[config.mk]
export PLATFORM = sky130hd
export DESIGN_NAME = ciq_regs_top
export DESIGN_NICKNAME = d
export VERILOG_FILES = /design/src/verilog/ciq_pkg.sv /design/src/verilog/ciq_edge_detect.sv /design/src/verilog/ciq_regs_top.sv /design/src/verilog/ciq_wake_timer.sv
export SDC_FILE = /design/constraint.sdc
export NUM_CORES = 1
export LEC_CHECK = 0
export ABC_AREA = 1
export BUFFER_PORTS_ARGS = -buffer_cell sky130_fd_sc_hd__buf_2
export CAP_MARGIN = 20
export CORE_MARGIN = 3
export CORE_UTILIZATION = 45
export CTS_CLUSTER_DIAMETER = 30
export CTS_CLUSTER_SIZE = 14
export DETAILED_ROUTE_END_ITERATION = 7
export PLACE_DENSITY_LB_ADDON = 0.2
export SLEW_MARGIN = 40
export SYNTH_ARGS = -nofsm -noshare
export SYNTH_HDL_FRONTEND = slang
export SYNTH_SLANG_ARGS = --single-unit
export TNS_END_PERCENT = 20
[constraint.sdc]
create_clock -name core_clk_i -period 1.7 [get_ports core_clk_i]
set_clock_uncertainty 0.2 [all_clocks]
set_input_delay 0.34 -clock core_clk_i [delete_from_list [all_inputs] [get_ports core_clk_i]]
set_output_delay 0.34 -clock core_clk_i [all_outputs]
set_load 0.005 [all_outputs]
[src/verilog/ciq_pkg.sv]
// Summary of operation
// RL1 - address 00h is reserved, all eight bits read zero, reset value zero.
// RL2 - command register sits at 01h, resets to 20h, top two bits reserved.
// RL3 - receiver-off bit 5 switches off the receiver analog part; read/write.
// RL4 - writing 1 to bit 4 of the command register enters soft power-down.
// RL5 - after bit 4 clears, wake-up runs; bit reads 1 until device is ready.
// RL6 - setting power-down is ignored while the soft reset command is active.
// RL7 - writing bits 3:0 starts that command; reading returns the running command.
// RL8 - primary enable register sits at 02h, resets to 80h, all bits read/write.
// RL9 - invert bit 7 set drives the pin inverted from the interrupt status bit.
// RL10 - invert at 1 with open-drain select at reset leaves the pin three-state.
// RL11 - primary enable bits 6:0 pass transmit, receive, idle, alerts, error, timer.
// RL12 - secondary enable register at 03h resets to 00h; bits 6:5, 3, 1:0 reserved.
// RL13 - drive select bit 7 set gives a push-pull pin, clear gives open-drain.
// RL14 - secondary bit 4 passes the external-input activity request to the pin.
// RL15 - secondary bit 2 passes the checksum-complete request to the pin.
// RL16 - request register writes: bit 7 high sets marked bits, low clears them.
// RL17 - any rising or falling edge on the external input sets its request.
// RL18 - an unknown command returns the field to idle and sets the idle request.
// RL19 - interrupt status is the OR of every request ANDed with its enable.
package ciq_pkg;
  localparam logic [5:0] ADDR_RSVD = 6'h00;
  localparam logic [5:0] ADDR_CMD = 6'h01;
  localparam logic [5:0] ADDR_PRI_EN = 6'h02;
  localparam logic [5:0] ADDR_SEC_EN = 6'h03;
  localparam logic [5:0] ADDR_PRI_REQ = 6'h04;
  localparam logic [5:0] ADDR_SEC_REQ = 6'h05;

  localparam logic [7:0] RST_RSVD = 8'h00;
  localparam logic [7:0] RST_CMD = 8'h20;
  localparam logic [7:0] RST_PRI_EN = 8'h80;
  localparam logic [7:0] RST_SEC_EN = 8'h00;
  localparam logic [6:0] RST_PRI_REQ = 7'h14;
  localparam logic [7:0] RST_SEC_REQ = 8'h00;

  localparam int CMD_RCV_OFF_BIT = 5;
  localparam int CMD_SLEEP_BIT = 4;
  localparam int CMD_CODE_MSB = 3;
  localparam int INVERT_BIT = 7;
  localparam int DRIVE_SEL_BIT = 7;
  localparam int SET_SEL_BIT = 7;
  localparam int IDLE_REQ_BIT = 4;
  localparam int EXT_ACT_BIT = 4;
  localparam int CRC_DONE_BIT = 2;
  // writable and readable bits of the secondary registers
  localparam logic [7:0] SEC_EN_MASK = 8'h94;
  localparam logic [7:0] SEC_REQ_MASK = 8'h14;

  typedef enum logic [2:0] {
    PWR_ACTIVE = 3'b001,
    PWR_SLEEP = 3'b010,
    PWR_WAKE = 3'b100
  } ciq_pwr_state_t;
endpackage

[src/verilog/ciq_edge_detect.sv]
`timescale 1ns/1ns
module ciq_edge_detect (
  input wire logic core_clk_i,
  input wire logic rst_n_i,
  input wire logic level_i,
  output logic edge_o
);
  logic prev;
  logic armed;

  // no edge reported until one sample is held, so a high level at reset is not an edge
  always_ff @(posedge core_clk_i) begin
    if (!rst_n_i) begin
      prev <= 1'b0;
      armed <= 1'b0;
    end else begin
      prev <= level_i;
      armed <= 1'b1;
    end
  end

  assign edge_o = armed && (prev != level_i); // RL17

  a_edge_found: assert property (@(posedge core_clk_i) disable iff (!rst_n_i) // RL17
    ($past(armed) && armed && $changed(level_i)) |-> edge_o)
    else $error("input edge not reported");
endmodule

[src/verilog/ciq_regs_top.sv]
`timescale 1ns/1ns
module ciq_regs_top #(
  parameter int WAKE_CYCLES = 16,
  parameter logic [15:0] VALID_CMD_MASK = 16'h00ff,
  parameter logic [3:0] CMD_IDLE = 4'h0,
  parameter logic [3:0] CMD_SOFT_RESET = 4'hf
) (
  input wire logic core_clk_i,
  input wire logic rst_n_i,
  input wire logic [5:0] reg_addr_i,
  input wire logic reg_wr_i,
  input wire logic reg_rd_i,
  input wire logic [7:0] reg_wdata_i,
  output logic [7:0] reg_rdata_o,
  output logic reg_rvalid_o,
  input wire logic cmd_done_i,
  input wire logic tx_done_i,
  input wire logic rx_done_i,
  input wire logic high_alert_i,
  input wire logic low_alert_i,
  input wire logic fault_i,
  input wire logic timer_i,
  input wire logic checksum_done_i,
  input wire logic external_modulation_input_i,
  output logic [3:0] cmd_code_o,
  output logic cmd_start_o,
  output logic receiver_analog_off_o,
  output logic soft_sleep_o,
  output logic irq_o,
  output logic irq_oe_o
);
  function automatic logic cmd_known(input logic [3:0] code);
    cmd_known = VALID_CMD_MASK[code];
  endfunction

  function automatic logic hit(input logic [5:0] a, input logic [5:0] b);
    hit = (a == b);
  endfunction

  ciq_pkg::ciq_pwr_state_t pwr_state;
  ciq_pkg::ciq_pwr_state_t next_pwr_state;
  logic [3:0] cmd_code;
  logic receiver_analog_off;
  logic [7:0] pri_en;
  logic [7:0] sec_en;
  logic [6:0] pri_req;
  logic [7:0] sec_req;
  logic wr_cmd;
  logic wr_pri_req;
  logic wr_sec_req;
  logic ext_edge;
  logic wake_done;
  logic wake_start;
  logic idle_set;
  logic [6:0] pri_hw_set;
  logic [7:0] sec_hw_set;
  logic irq_status;
  logic pin_level;
  logic [7:0] cmd_readback;

  assign wr_cmd = reg_wr_i && hit(reg_addr_i, ciq_pkg::ADDR_CMD);
  assign wr_pri_req = reg_wr_i && hit(reg_addr_i, ciq_pkg::ADDR_PRI_REQ);
  assign wr_sec_req = reg_wr_i && hit(reg_addr_i, ciq_pkg::ADDR_SEC_REQ);

  ciq_edge_detect u_edge (
    .core_clk_i(core_clk_i),
    .rst_n_i(rst_n_i),
    .level_i(external_modulation_input_i),
    .edge_o(ext_edge)
  );

  assign wake_start = (pwr_state == ciq_pkg::PWR_SLEEP) && wr_cmd && !reg_wdata_i[ciq_pkg::CMD_SLEEP_BIT];

  ciq_wake_timer #(
    .WAKE_CYCLES(WAKE_CYCLES)
  ) u_wake (
    .core_clk_i(core_clk_i),
    .rst_n_i(rst_n_i),
    .start_i(wake_start),
    .done_o(wake_done)
  );

  // command field and receiver shut-off
  always_ff @(posedge core_clk_i) begin
    if (!rst_n_i) begin
      cmd_code <= ciq_pkg::RST_CMD[ciq_pkg::CMD_CODE_MSB:0];
      receiver_analog_off <= ciq_pkg::RST_CMD[ciq_pkg::CMD_RCV_OFF_BIT];
      cmd_start_o <= 1'b0;
    end else begin
      cmd_start_o <= 1'b0;
      if (wr_cmd) begin
        receiver_analog_off <= reg_wdata_i[ciq_pkg::CMD_RCV_OFF_BIT]; // RL3
        if (cmd_known(reg_wdata_i[ciq_pkg::CMD_CODE_MSB:0])) begin
          cmd_code <= reg_wdata_i[ciq_pkg::CMD_CODE_MSB:0]; // RL7
          cmd_start_o <= 1'b1;
        end else begin
          cmd_code <= CMD_IDLE; // RL18
        end
      end else if (cmd_done_i && cmd_code != CMD_IDLE) begin
        cmd_code <= CMD_IDLE; // RL7
      end
    end
  end

  // host starting idle does not raise the idle request; a command ending does
  assign idle_set = (wr_cmd && !cmd_known(reg_wdata_i[ciq_pkg::CMD_CODE_MSB:0])) // RL18
    || (!wr_cmd && cmd_done_i && cmd_code != CMD_IDLE);

  // soft power-down sequencing
  always_comb begin
    next_pwr_state = pwr_state;
    case (pwr_state)
      ciq_pkg::PWR_ACTIVE: begin
        if (wr_cmd && reg_wdata_i[ciq_pkg::CMD_SLEEP_BIT] && cmd_code != CMD_SOFT_RESET) begin // RL6
          next_pwr_state = ciq_pkg::PWR_SLEEP; // RL4
        end
      end
      ciq_pkg::PWR_SLEEP: begin
        if (wake_start) begin
          next_pwr_state = ciq_pkg::PWR_WAKE; // RL5
        end
      end
      ciq_pkg::PWR_WAKE: begin
        if (wake_done) begin
          next_pwr_state = ciq_pkg::PWR_ACTIVE; // RL5
        end
      end
      default: begin
        next_pwr_state = ciq_pkg::PWR_ACTIVE;
      end
    endcase
  end

  always_ff @(posedge core_clk_i) begin
    if (!rst_n_i) begin
      pwr_state <= ciq_pkg::PWR_ACTIVE;
    end else begin
      pwr_state <= next_pwr_state;
    end
  end

  // enable registers
  always_ff @(posedge core_clk_i) begin
    if (!rst_n_i) begin
      pri_en <= ciq_pkg::RST_PRI_EN; // RL8
      sec_en <= ciq_pkg::RST_SEC_EN; // RL12
    end else if (reg_wr_i && hit(reg_addr_i, ciq_pkg::ADDR_PRI_EN)) begin
      pri_en <= reg_wdata_i; // RL8
    end else if (reg_wr_i && hit(reg_addr_i, ciq_pkg::ADDR_SEC_EN)) begin
      sec_en <= reg_wdata_i & ciq_pkg::SEC_EN_MASK; // RL12
    end
  end

  // request bits: hardware set wins over a clear in the same cycle
  assign pri_hw_set = {tx_done_i, rx_done_i, idle_set, high_alert_i, low_alert_i, fault_i, timer_i};
  assign sec_hw_set = {3'h0, ext_edge, 1'b0, checksum_done_i, 2'h0} & ciq_pkg::SEC_REQ_MASK; // RL17

  always_ff @(posedge core_clk_i) begin
    if (!rst_n_i) begin
      pri_req <= ciq_pkg::RST_PRI_REQ;
    end else if (wr_pri_req && reg_wdata_i[ciq_pkg::SET_SEL_BIT]) begin
      pri_req <= pri_req | reg_wdata_i[6:0] | pri_hw_set; // RL16
    end else if (wr_pri_req) begin
      pri_req <= (pri_req & ~reg_wdata_i[6:0]) | pri_hw_set; // RL16
    end else begin
      pri_req <= pri_req | pri_hw_set;
    end
  end

  always_ff @(posedge core_clk_i) begin
    if (!rst_n_i) begin
      sec_req <= ciq_pkg::RST_SEC_REQ;
    end else if (wr_sec_req && reg_wdata_i[ciq_pkg::SET_SEL_BIT]) begin
      sec_req <= sec_req | (reg_wdata_i & ciq_pkg::SEC_REQ_MASK) | sec_hw_set; // RL16
    end else if (wr_sec_req) begin
      sec_req <= (sec_req & ~reg_wdata_i) | sec_hw_set; // RL16
    end else begin
      sec_req <= sec_req | sec_hw_set;
    end
  end

  // pin logic
  assign irq_status = |(pri_req & pri_en[6:0]) // RL11 RL19
    || (sec_req[ciq_pkg::EXT_ACT_BIT] && sec_en[ciq_pkg::EXT_ACT_BIT]) // RL14
    || (sec_req[ciq_pkg::CRC_DONE_BIT] && sec_en[ciq_pkg::CRC_DONE_BIT]); // RL15
  assign pin_level = irq_status ^ pri_en[ciq_pkg::INVERT_BIT]; // RL9

  // open-drain only pulls low, so a high level releases the pin
  always_ff @(posedge core_clk_i) begin
    if (!rst_n_i) begin
      irq_o <= 1'b0;
      irq_oe_o <= 1'b0; // RL10
    end else if (sec_en[ciq_pkg::DRIVE_SEL_BIT]) begin
      irq_o <= pin_level; // RL13
      irq_oe_o <= 1'b1;
    end else begin
      irq_o <= 1'b0; // RL13
      irq_oe_o <= !pin_level; // RL10
    end
  end

  // read path, one cycle after the strobe
  assign cmd_readback = {2'h0, receiver_analog_off, pwr_state != ciq_pkg::PWR_ACTIVE, cmd_code}; // RL2 RL5

  always_ff @(posedge core_clk_i) begin
    if (!rst_n_i) begin
      reg_rdata_o <= 8'h00;
      reg_rvalid_o <= 1'b0;
    end else begin
      reg_rvalid_o <= reg_rd_i;
      if (!reg_rd_i) begin
        reg_rdata_o <= 8'h00;
      end else if (hit(reg_addr_i, ciq_pkg::ADDR_RSVD)) begin
        reg_rdata_o <= ciq_pkg::RST_RSVD; // RL1
      end else if (hit(reg_addr_i, ciq_pkg::ADDR_CMD)) begin
        reg_rdata_o <= cmd_readback; // RL7
      end else if (hit(reg_addr_i, ciq_pkg::ADDR_PRI_EN)) begin
        reg_rdata_o <= pri_en;
      end else if (hit(reg_addr_i, ciq_pkg::ADDR_SEC_EN)) begin
        reg_rdata_o <= sec_en;
      end else if (hit(reg_addr_i, ciq_pkg::ADDR_PRI_REQ)) begin
        reg_rdata_o <= {1'b0, pri_req};
      end else if (hit(reg_addr_i, ciq_pkg::ADDR_SEC_REQ)) begin
        reg_rdata_o <= sec_req;
      end else begin
        reg_rdata_o <= 8'h00;
      end
    end
  end

  assign cmd_code_o = cmd_code;
  assign receiver_analog_off_o = receiver_analog_off;
  assign soft_sleep_o = (pwr_state == ciq_pkg::PWR_SLEEP);

  a_rsvd_reads_zero: assert property (@(posedge core_clk_i) disable iff (!rst_n_i) // RL1
    (reg_rd_i && reg_addr_i == ciq_pkg::ADDR_RSVD) |=> (reg_rvalid_o && reg_rdata_o == 8'h00))
    else $error("reserved slot read nonzero");

  a_cmd_top_zero: assert property (@(posedge core_clk_i) disable iff (!rst_n_i) // RL2
    (reg_rd_i && reg_addr_i == ciq_pkg::ADDR_CMD) |=> reg_rdata_o[7:6] == 2'h0)
    else $error("command top bits not zero");

  a_rcv_off_write: assert property (@(posedge core_clk_i) disable iff (!rst_n_i) // RL3
    wr_cmd |=> receiver_analog_off_o == $past(reg_wdata_i[ciq_pkg::CMD_RCV_OFF_BIT]))
    else $error("receiver off bit not stored");

  a_sleep_entry: assert property (@(posedge core_clk_i) disable iff (!rst_n_i) // RL4
    (pwr_state == ciq_pkg::PWR_ACTIVE && wr_cmd && reg_wdata_i[ciq_pkg::CMD_SLEEP_BIT]
      && cmd_code != CMD_SOFT_RESET) |=> soft_sleep_o)
    else $error("power-down not entered");

  a_sleep_blocked: assert property (@(posedge core_clk_i) disable iff (!rst_n_i) // RL6
    (pwr_state == ciq_pkg::PWR_ACTIVE && cmd_code == CMD_SOFT_RESET) |=> !soft_sleep_o)
    else $error("power-down set during soft reset");

  a_wake_reads_one: assert property (@(posedge core_clk_i) disable iff (!rst_n_i) // RL5
    $fell(soft_sleep_o) |-> (pwr_state == ciq_pkg::PWR_WAKE && cmd_readback[4]) [*2])
    else $error("wake-up did not read as one");

  a_unknown_cmd: assert property (@(posedge core_clk_i) disable iff (!rst_n_i) // RL18
    (wr_cmd && !cmd_known(reg_wdata_i[ciq_pkg::CMD_CODE_MSB:0]))
      |=> (cmd_code_o == CMD_IDLE && pri_req[ciq_pkg::IDLE_REQ_BIT] && !cmd_start_o))
    else $error("unknown command not turned idle");

  a_pin_push_pull: assert property (@(posedge core_clk_i) disable iff (!rst_n_i) // RL9
    sec_en[ciq_pkg::DRIVE_SEL_BIT]
      |=> (irq_oe_o && irq_o == ($past(irq_status) ^ $past(pri_en[ciq_pkg::INVERT_BIT]))))
    else $error("push-pull pin level wrong");

  a_pin_open_drain: assert property (@(posedge core_clk_i) disable iff (!rst_n_i) // RL13
    !sec_en[ciq_pkg::DRIVE_SEL_BIT]
      |=> (!irq_o && irq_oe_o == ($past(irq_status) == $past(pri_en[ciq_pkg::INVERT_BIT]))))
    else $error("open-drain pin drive wrong");

  a_req_set_wins: assert property (@(posedge core_clk_i) disable iff (!rst_n_i) // RL16
    (wr_pri_req && !reg_wdata_i[ciq_pkg::SET_SEL_BIT] && timer_i) |=> pri_req[0])
    else $error("hardware set lost to clear");
endmodule

[src/verilog/ciq_wake_timer.sv]
`timescale 1ns/1ns
module ciq_wake_timer #(
  parameter int WAKE_CYCLES = 16
) (
  input wire logic core_clk_i,
  input wire logic rst_n_i,
  input wire logic start_i,
  output logic done_o
);
  localparam int CW = $clog2(WAKE_CYCLES + 1);
  localparam logic [CW-1:0] LAST = CW'(WAKE_CYCLES - 1);
  logic [CW-1:0] count;
  logic running;

  always_ff @(posedge core_clk_i) begin
    if (!rst_n_i) begin
      count <= '0;
      running <= 1'b0;
    end else if (start_i) begin
      count <= '0;
      running <= 1'b1;
    end else if (running) begin
      count <= count + CW'(1);
      if (count == LAST) begin
        running <= 1'b0;
      end
    end
  end

  assign done_o = running && (count == LAST); // RL5

  a_wake_length: assert property (@(posedge core_clk_i) disable iff (!rst_n_i) // RL5
    start_i |-> !done_o ##1 (running && count == '0))
    else $error("wake count did not restart");
endmodule
### After elaboration in Yosys (flattened, before gate mapping)

Memories as Yosys holds them, arrays and structs flattened.
Index checks and enable logic that the tools add are counted.

| cells by class | value |
|---|---|
| reductions and logical operators | 37 |
| add/sub/neg operators | 1 |
| bitwise operators | 17 |
| mux-type cells | 23 |
| eq/ne operators | 15 |
| magnitude comparators | 1 |

Operators with widths:

| operator | number |
|---|---|
| $mux W8 | 6 |
| $or A8 B5 Y8 | 4 |
| $or A7 B7 Y7 | 4 |
| $logic_and A1 B1 Y1 | 19 |
| $and A7 B7 Y7 | 2 |
| $mux W7 | 2 |
| $eq A6 B2 Y1 const B | 2 |
| $eq A6 B3 Y1 const B | 2 |
| $mux W4 | 3 |
| $mux W3 | 3 |
| $pmux W3 S3 | 1 |
| $and A8 B8 Y8 | 1 |
| $not A8 Y8 | 1 |
| $mux W1 | 7 |
| $not A7 Y7 | 1 |
| $reduce_or A7 Y1 | 1 |
| $eq A6 B1 Y1 const B | 1 |
| $logic_not A6 Y1 | 1 |
| $mux W6 | 1 |
| $reduce_and A2 Y1 | 3 |
| $add A5 B1 Y5 const B | 1 |
| $eq A5 B4 Y1 const B | 1 |
| $lt A4 B5 Y1 const B | 1 |
| $logic_not A1 Y1 | 4 |
| 17 further kinds | 22 |

| word-level totals | value |
|---|---|
| input bits | 27 |
| memories | 1 |
| flip-flop bits (word level) | 54 |
| output and inout bits | 18 |
| memory bits (read-only) | 16 |
| logic and storage cells | 112 |

Memories:

| name | words | bits a word | read ports | clocked after memory_dff | write ports | RTL line | text |
|---|---|---|---|---|---|---|---|
| (no name shown) | 16 | 1 | 1 | 0 | 0 | ciq_regs_top.sv:33 | `cmd_known = VALID_CMD_MASK[code];` |

### Logic depth before layout (Yosys ltp)

| logic depth | value |
|---|---|
| depth in word-level cells | 9 |
| gate-level depth with buffers | 9 |
| mapped depth without buffers | 9 |

### By module

From an unflattened synthesis, not the netlist that was laid out.

| unflattened totals | value |
|---|---|
| cells, all modules | 324 |
| area total of the unflattened synthesis | 2447.3 um^2 |

By module, submodules not included:

| module | instances | area an instance (um^2) | cells each | sequential area each (um^2) |
|---|---|---|---|---|
| ciq_regs_top | 1 | 2094.5 | 279 | 900.9 |
| ciq_wake_timer | 1 | 290.3 | 37 | 120.1 |
| ciq_edge_detect | 1 | 62.6 | 8 | 40.0 |

### Least setup slack after synthesis

Ideal clock, no wire load.

| timing | value |
|---|---|
| path kind | register to register |
| start | register u_wake.count[0] |
| end | register u_wake.count[4] |
| library setup time | 0.070 ns |
| setup slack | 0.092 ns |
| period minus slack after synthesis | 1.608 ns |
| buffers on the path | 0 |
| arrival time | 1.338 ns |
| stages on the path, launching flop included | 6 |
| required time | 1.430 ns |
| cell sequence | dfxtp_1 ha_1 and3_1 ha_1 or2_2 a21oi_1 |

| between the ends | value |
|---|---|
| longest elaborated chain between the ends | 1 |

Ends and longest elaborated chain:

| what | RTL line | text |
|---|---|---|
| start, declared | ciq_wake_timer.sv:12 | `logic [CW-1:0] count;` |
| start signal, assigned | ciq_wake_timer.sv:23 | `count <= count + CW'(1);` |
| $add A5 B1 Y5 | ciq_wake_timer.sv:23 |  |

No other way between the ends.
A chain may end at the register's enable or synchronous reset.

### Worst setup path after layout

| timing | value |
|---|---|
| start | register u_wake.count[1] |
| end | register u_wake.count[4] |

The elaborated chain is that of the path after synthesis.

==> impl_metrics.xml <==
<?xml version="1.0" encoding="UTF-8"?>
<metrics>
  <group name="yosys">
    <metric name="seq_area_frac_synth" unit="%">42.4</metric>
    <metric name="synthesis.instances" unit="">350</metric>
    <metric name="ys_ff_latch" unit="">53</metric>
    <metric name="yosys.cell_count.top_type" unit="">nand2_1</metric>
    <metric name="postSynth.asyncResetShare" unit="%">0</metric>
    <metric name="yosys.area.top_type" unit="">dfxtp_1</metric>
    <metric name="yosys-top-cells-area" unit="">dfxtp_1 42%, nand2_1 11%, inv_1 8.0%</metric>
    <metric name="yosys_warnings" unit="">0</metric>
    <metric name="syn-num-nets" unit="">379</metric>
    <metric name="synthFlopType" unit="">dfxtp_1</metric>
    <metric name="synth_enable_flop_cells" unit="">0</metric>
    <metric name="netlist_top_cells_count" unit="">73 x nand2_1, 53 x dfxtp_1, 53 x inv_1</metric>
    <metric name="synth.avg_cell_area" unit="sq um">7.15</metric>
    <metric name="mappedNetlistArea" unit="sq um">2500</metric>
    <metric name="netlist_cell_types" unit="">33</metric>
    <metric name="portion_of_synthesized_cell_area_occupied_by_the_leading_cell_type" unit="%">42.4</metric>
  </group>
  <group name="global_route">
    <metric name="grt_start_max_net_pins" unit="">32</metric>
    <metric name="initial_antenna_violation_count" unit="">0</metric>
    <metric name="overflow" unit="">0</metric>
    <metric name="overall_track_demand_over_capacity_in_global_routing" unit="%">19.0</metric>
    <metric name="wire_length_of_the_first_global_routing_pass" unit="um">9550</metric>
    <metric name="number_of_global_route_vias_before_repair" unit="">2065</metric>
  </group>
  <group name="run_status">
    <metric name="status" unit="">finished clean</metric>
  </group>
  <group name="pwr">
    <metric name="p_seq_share" unit="%">54.1</metric>
    <metric name="switching_portion_of_total_power" unit="%">24.2</metric>
    <metric name="internal_power" unit="mW">1.79</metric>
    <metric name="power.share.clock" unit="%">35.9</metric>
    <metric name="net-switching-power" unit="mW">0.574</metric>
    <metric name="combinationalPowerShare" unit="%">9.9</metric>
    <metric name="worst_ir_drop_vdd" unit="mV">0.410</metric>
    <metric name="power_leakage" unit="nW">1.45</metric>
    <metric name="fin_total_pwr" unit="mW">2.37</metric>
    <metric name="power_density" unit="nW/um^2">795</metric>
  </group>
  <group name="placement">
    <metric name="placedInstanceArea" unit="sq um">2840</metric>
    <metric name="place.gp.congestion" unit="">0.832</metric>
    <metric name="placedCellCount" unit="">466</metric>
    <metric name="port-buffer-count" unit="">43</metric>
    <metric name="detailed_place_hpwl" unit="um">4480</metric>
  </group>
  <group name="sta">
    <metric name="setup_tns" unit="ps">0</metric>
    <metric name="layout_worst_path_cycle_share" unit="%">97.2</metric>
    <metric name="maxSlewViolCount" unit="">0</metric>
    <metric name="timing.final.crit_period" unit="ps">1650</metric>
    <metric name="setup-violations-final" unit="">0</metric>
    <metric name="timing.final.hold_violations" unit="">0</metric>
    <metric name="max_freq" unit="GHz">0.605</metric>
  </group>
  <group name="setup_path">
    <metric name="r2r_cells" unit="">5</metric>
    <metric name="crit_path_top_delay_cell" unit="">dfxtp_2</metric>
    <metric name="worstSetupPathType" unit="">reg2reg</metric>
    <metric name="rr_endpoint" unit="">u_wake.count[4]</metric>
    <metric name="path_cells" unit="">ha_2 -&gt; and3_4 -&gt; ha_2 -&gt; or2_2 -&gt; a21oi_1</metric>
    <metric name="required_time_at_the_worst_slack_endpoint" unit="ps">1740</metric>
    <metric name="end_kind" unit="">flop</metric>
    <metric name="worst-r2r-setup-slack" unit="ps">50</metric>
    <metric name="rr_startpoint" unit="">u_wake.count[1]</metric>
    <metric name="crit_path_max_incr_delay" unit="ps">350</metric>
    <metric name="worstSetupStartpoint" unit="">u_wake.count[1]</metric>
    <metric name="most_numerous_cell_on_the_critical_path" unit="">ha_2</metric>
    <metric name="timing.critical_path.fanout_max" unit="">3</metric>
    <metric name="worstSetupStartpointType" unit="">flop</metric>
    <metric name="cp_data_arrival_time" unit="ps">1690</metric>
  </group>
  <group name="die">
    <metric name="row_count" unit="">26</metric>
    <metric name="initial_utilization" unit="%">47.8</metric>
    <metric name="die_y_extent" unit="um">80.6</metric>
    <metric name="die_extent_in_x" unit="um">80.6</metric>
    <metric name="core" unit="sq um">5240</metric>
    <metric name="number_of_placed_i_o_pins" unit="">45</metric>
    <metric name="die-area" unit="sq um">6490</metric>
  </group>
  <group name="final_layout">
    <metric name="syn_to_final_growth" unit="%">19.2</metric>
    <metric name="layout.cells.non_filler" unit="">475</metric>
    <metric name="fraction_of_final_layout_cells_with_drive_strength_greater_than_1" unit="%">22.2</metric>
    <metric name="n_fill_cell" unit="">531</metric>
    <metric name="multi_input_comb_area" unit="sq um">1210</metric>
    <metric name="finished_cell_area" unit="sq um">2980</metric>
    <metric name="layout.nets" unit="">433</metric>
    <metric name="area.sequential" unit="sq um">1060</metric>
    <metric name="antennaDiodeCount" unit="">0</metric>
  </group>
  <group name="flow_run">
    <metric name="maxCapViolations" unit="">0</metric>
  </group>
  <group name="worst_hold_path">
    <metric name="whs_path_depth" unit="">3</metric>
    <metric name="worst_hold_startpoint" unit="">low_alert_i</metric>
    <metric name="holdPathEnd" unit="">pri_req[2]</metric>
    <metric name="worstHoldPathType" unit="">in2reg</metric>
  </group>
  <group name="clock_tree">
    <metric name="ctsHtreeMaxLevel" unit="">2</metric>
    <metric name="cts_made_buffers" unit="">5</metric>
    <metric name="clock_sink_count" unit="">53</metric>
    <metric name="clockBufferDepth" unit="">2</metric>
    <metric name="worst_skew_pair.late_latency" unit="ps">300</metric>
    <metric name="cts.reportedPaths.clkPinSlew" unit="ps">90</metric>
    <metric name="cts.root.buffer_cell" unit="">clkbuf_8</metric>
    <metric name="cts_tree" unit="">built</metric>
  </group>
  <group name="routing">
    <metric name="antenna_violating_nets_post_route" unit="">0</metric>
    <metric name="route.detailed.wl_per_inst" unit="um">12.5</metric>
    <metric name="drc" unit="">0</metric>
    <metric name="vias_per_cell" unit="">4.83</metric>
    <metric name="routed-via-count" unit="">2296</metric>
    <metric name="drt-total-wl" unit="um">5930</metric>
    <metric name="drt_pass1_iterations" unit="">4</metric>
    <metric name="drt_iter0_markers" unit="">191</metric>
  </group>
</metrics>
[placed cells by master (no fill, tap or decap), types with 3 or more instances in the layout]
cell type   n
o21ai_0    31
nand2_1    73
buf_4      10
o21ai_1     5
dfxtp_1    51
nor2_1     37
nand3_4     3
inv_2       3
nand4_1     4
nand3_1    31
inv_1      53
buf_2      43
a21oi_1    16
nor3_1      3
nor2_4      5
clkbuf_8    5
[routing by layer]
metal	global-route usage, %	routed length (um)	vias to the layer above	share of wire [%]
met3	4.15	459	4	7.7
met2	29.9	2550	78	43
met5	0	0	-	0
met4	4.73	46	0	0.78
li1	-	-	1219	-
met1	26.5	2870	995	48
[power groups by stage]
stage	combinational, mW	sequential [mW]	clock [mW]
global route	0.265	1.29	0.928
floorplan	0.133	1.31	0
global placement	0.226	1.31	0
CTS	0.228	1.28	0.879
finish	0.236	1.28	0.851
detailed placement	0.228	1.31	0
[per-stage QoR]
step                      util [%]  hold slack, ps  setup slack, ps
after floorplan                  -             168             92.1
after global placement        54.2             223            -23.7
after detailed placement      54.2             220            -10.3
after CTS                     56.5            22.9             11.3
after global routing          56.9            50.0            -4.91
final                         56.9            35.9             47.3
[flip-flops by register name (all words and copies together), names as in the netlist]
signal	flops
pri_req	7
sec_req	8
u_edge.armed	1
pri_en	8
receiver_analog_off_o	1
cmd_code_o	3
irq_o	1
irq_oe_o	1
u_edge.prev	1
reg_rvalid_o	1
u_wake.count	5
sec_en	3
u_wake.running	1
reg_rdata_o	8
pwr_state	3
cmd_start_o	1
[kinds of logic after synthesis]
family	share of synthesized area, %
other	0.150
XOR/XNOR	0.700
adder cells (fa/ha/maj)	1.00
AO/OA/AOI/OAI	12.4
AND/OR/NAND/NOR	33.4
flip-flops	42.4
buffers and inverters	9.95
[area by class of cell]
class,count,share of cell area (%)
Multi-Input combinational cell,234,40.7
Sequential cell,53,35.7
Timing Repair Buffer,53,9.74
Inverter,57,7.18
Tap cell,70,2.94
Clock buffer,6,2.43
Clock inverter,2,1.30
[how the worst max path moves through the flow]
stage	endpoint	slack [ps]	depth (start not counted)
6_report	u_wake.count[4]	50	5
2_1_floorplan	u_wake.count[4]	90	5
5_1_grt	u_wake.count[4]	-5	5
3_3_place_gp	reg_rdata_o[3]	-20	9
4_1_cts	u_wake.count[4]	10	5
3_5_place_dp	reg_rdata_o[6]	-10	9
[timing repair]
item,CTS,global route
hold buffers,0,0
endpoints found under the hold margin,0,0
pin swaps,0,1
endpoints found under the setup margin,1,3
setup buffers,1,0
gates resized for setup,2,6
[worst max-delay path, delay by kind of cell, from the launching register on]
| family | cells | cell delay (ps) |
|---|---|---|
| compound gates | 1 | 130 |
| fa+ha+maj | 2 | 430 |
| flops | 1 | 350 |
| simple gates | 2 | 480 |
No activity file was read; power rests on OpenSTA's default activity.
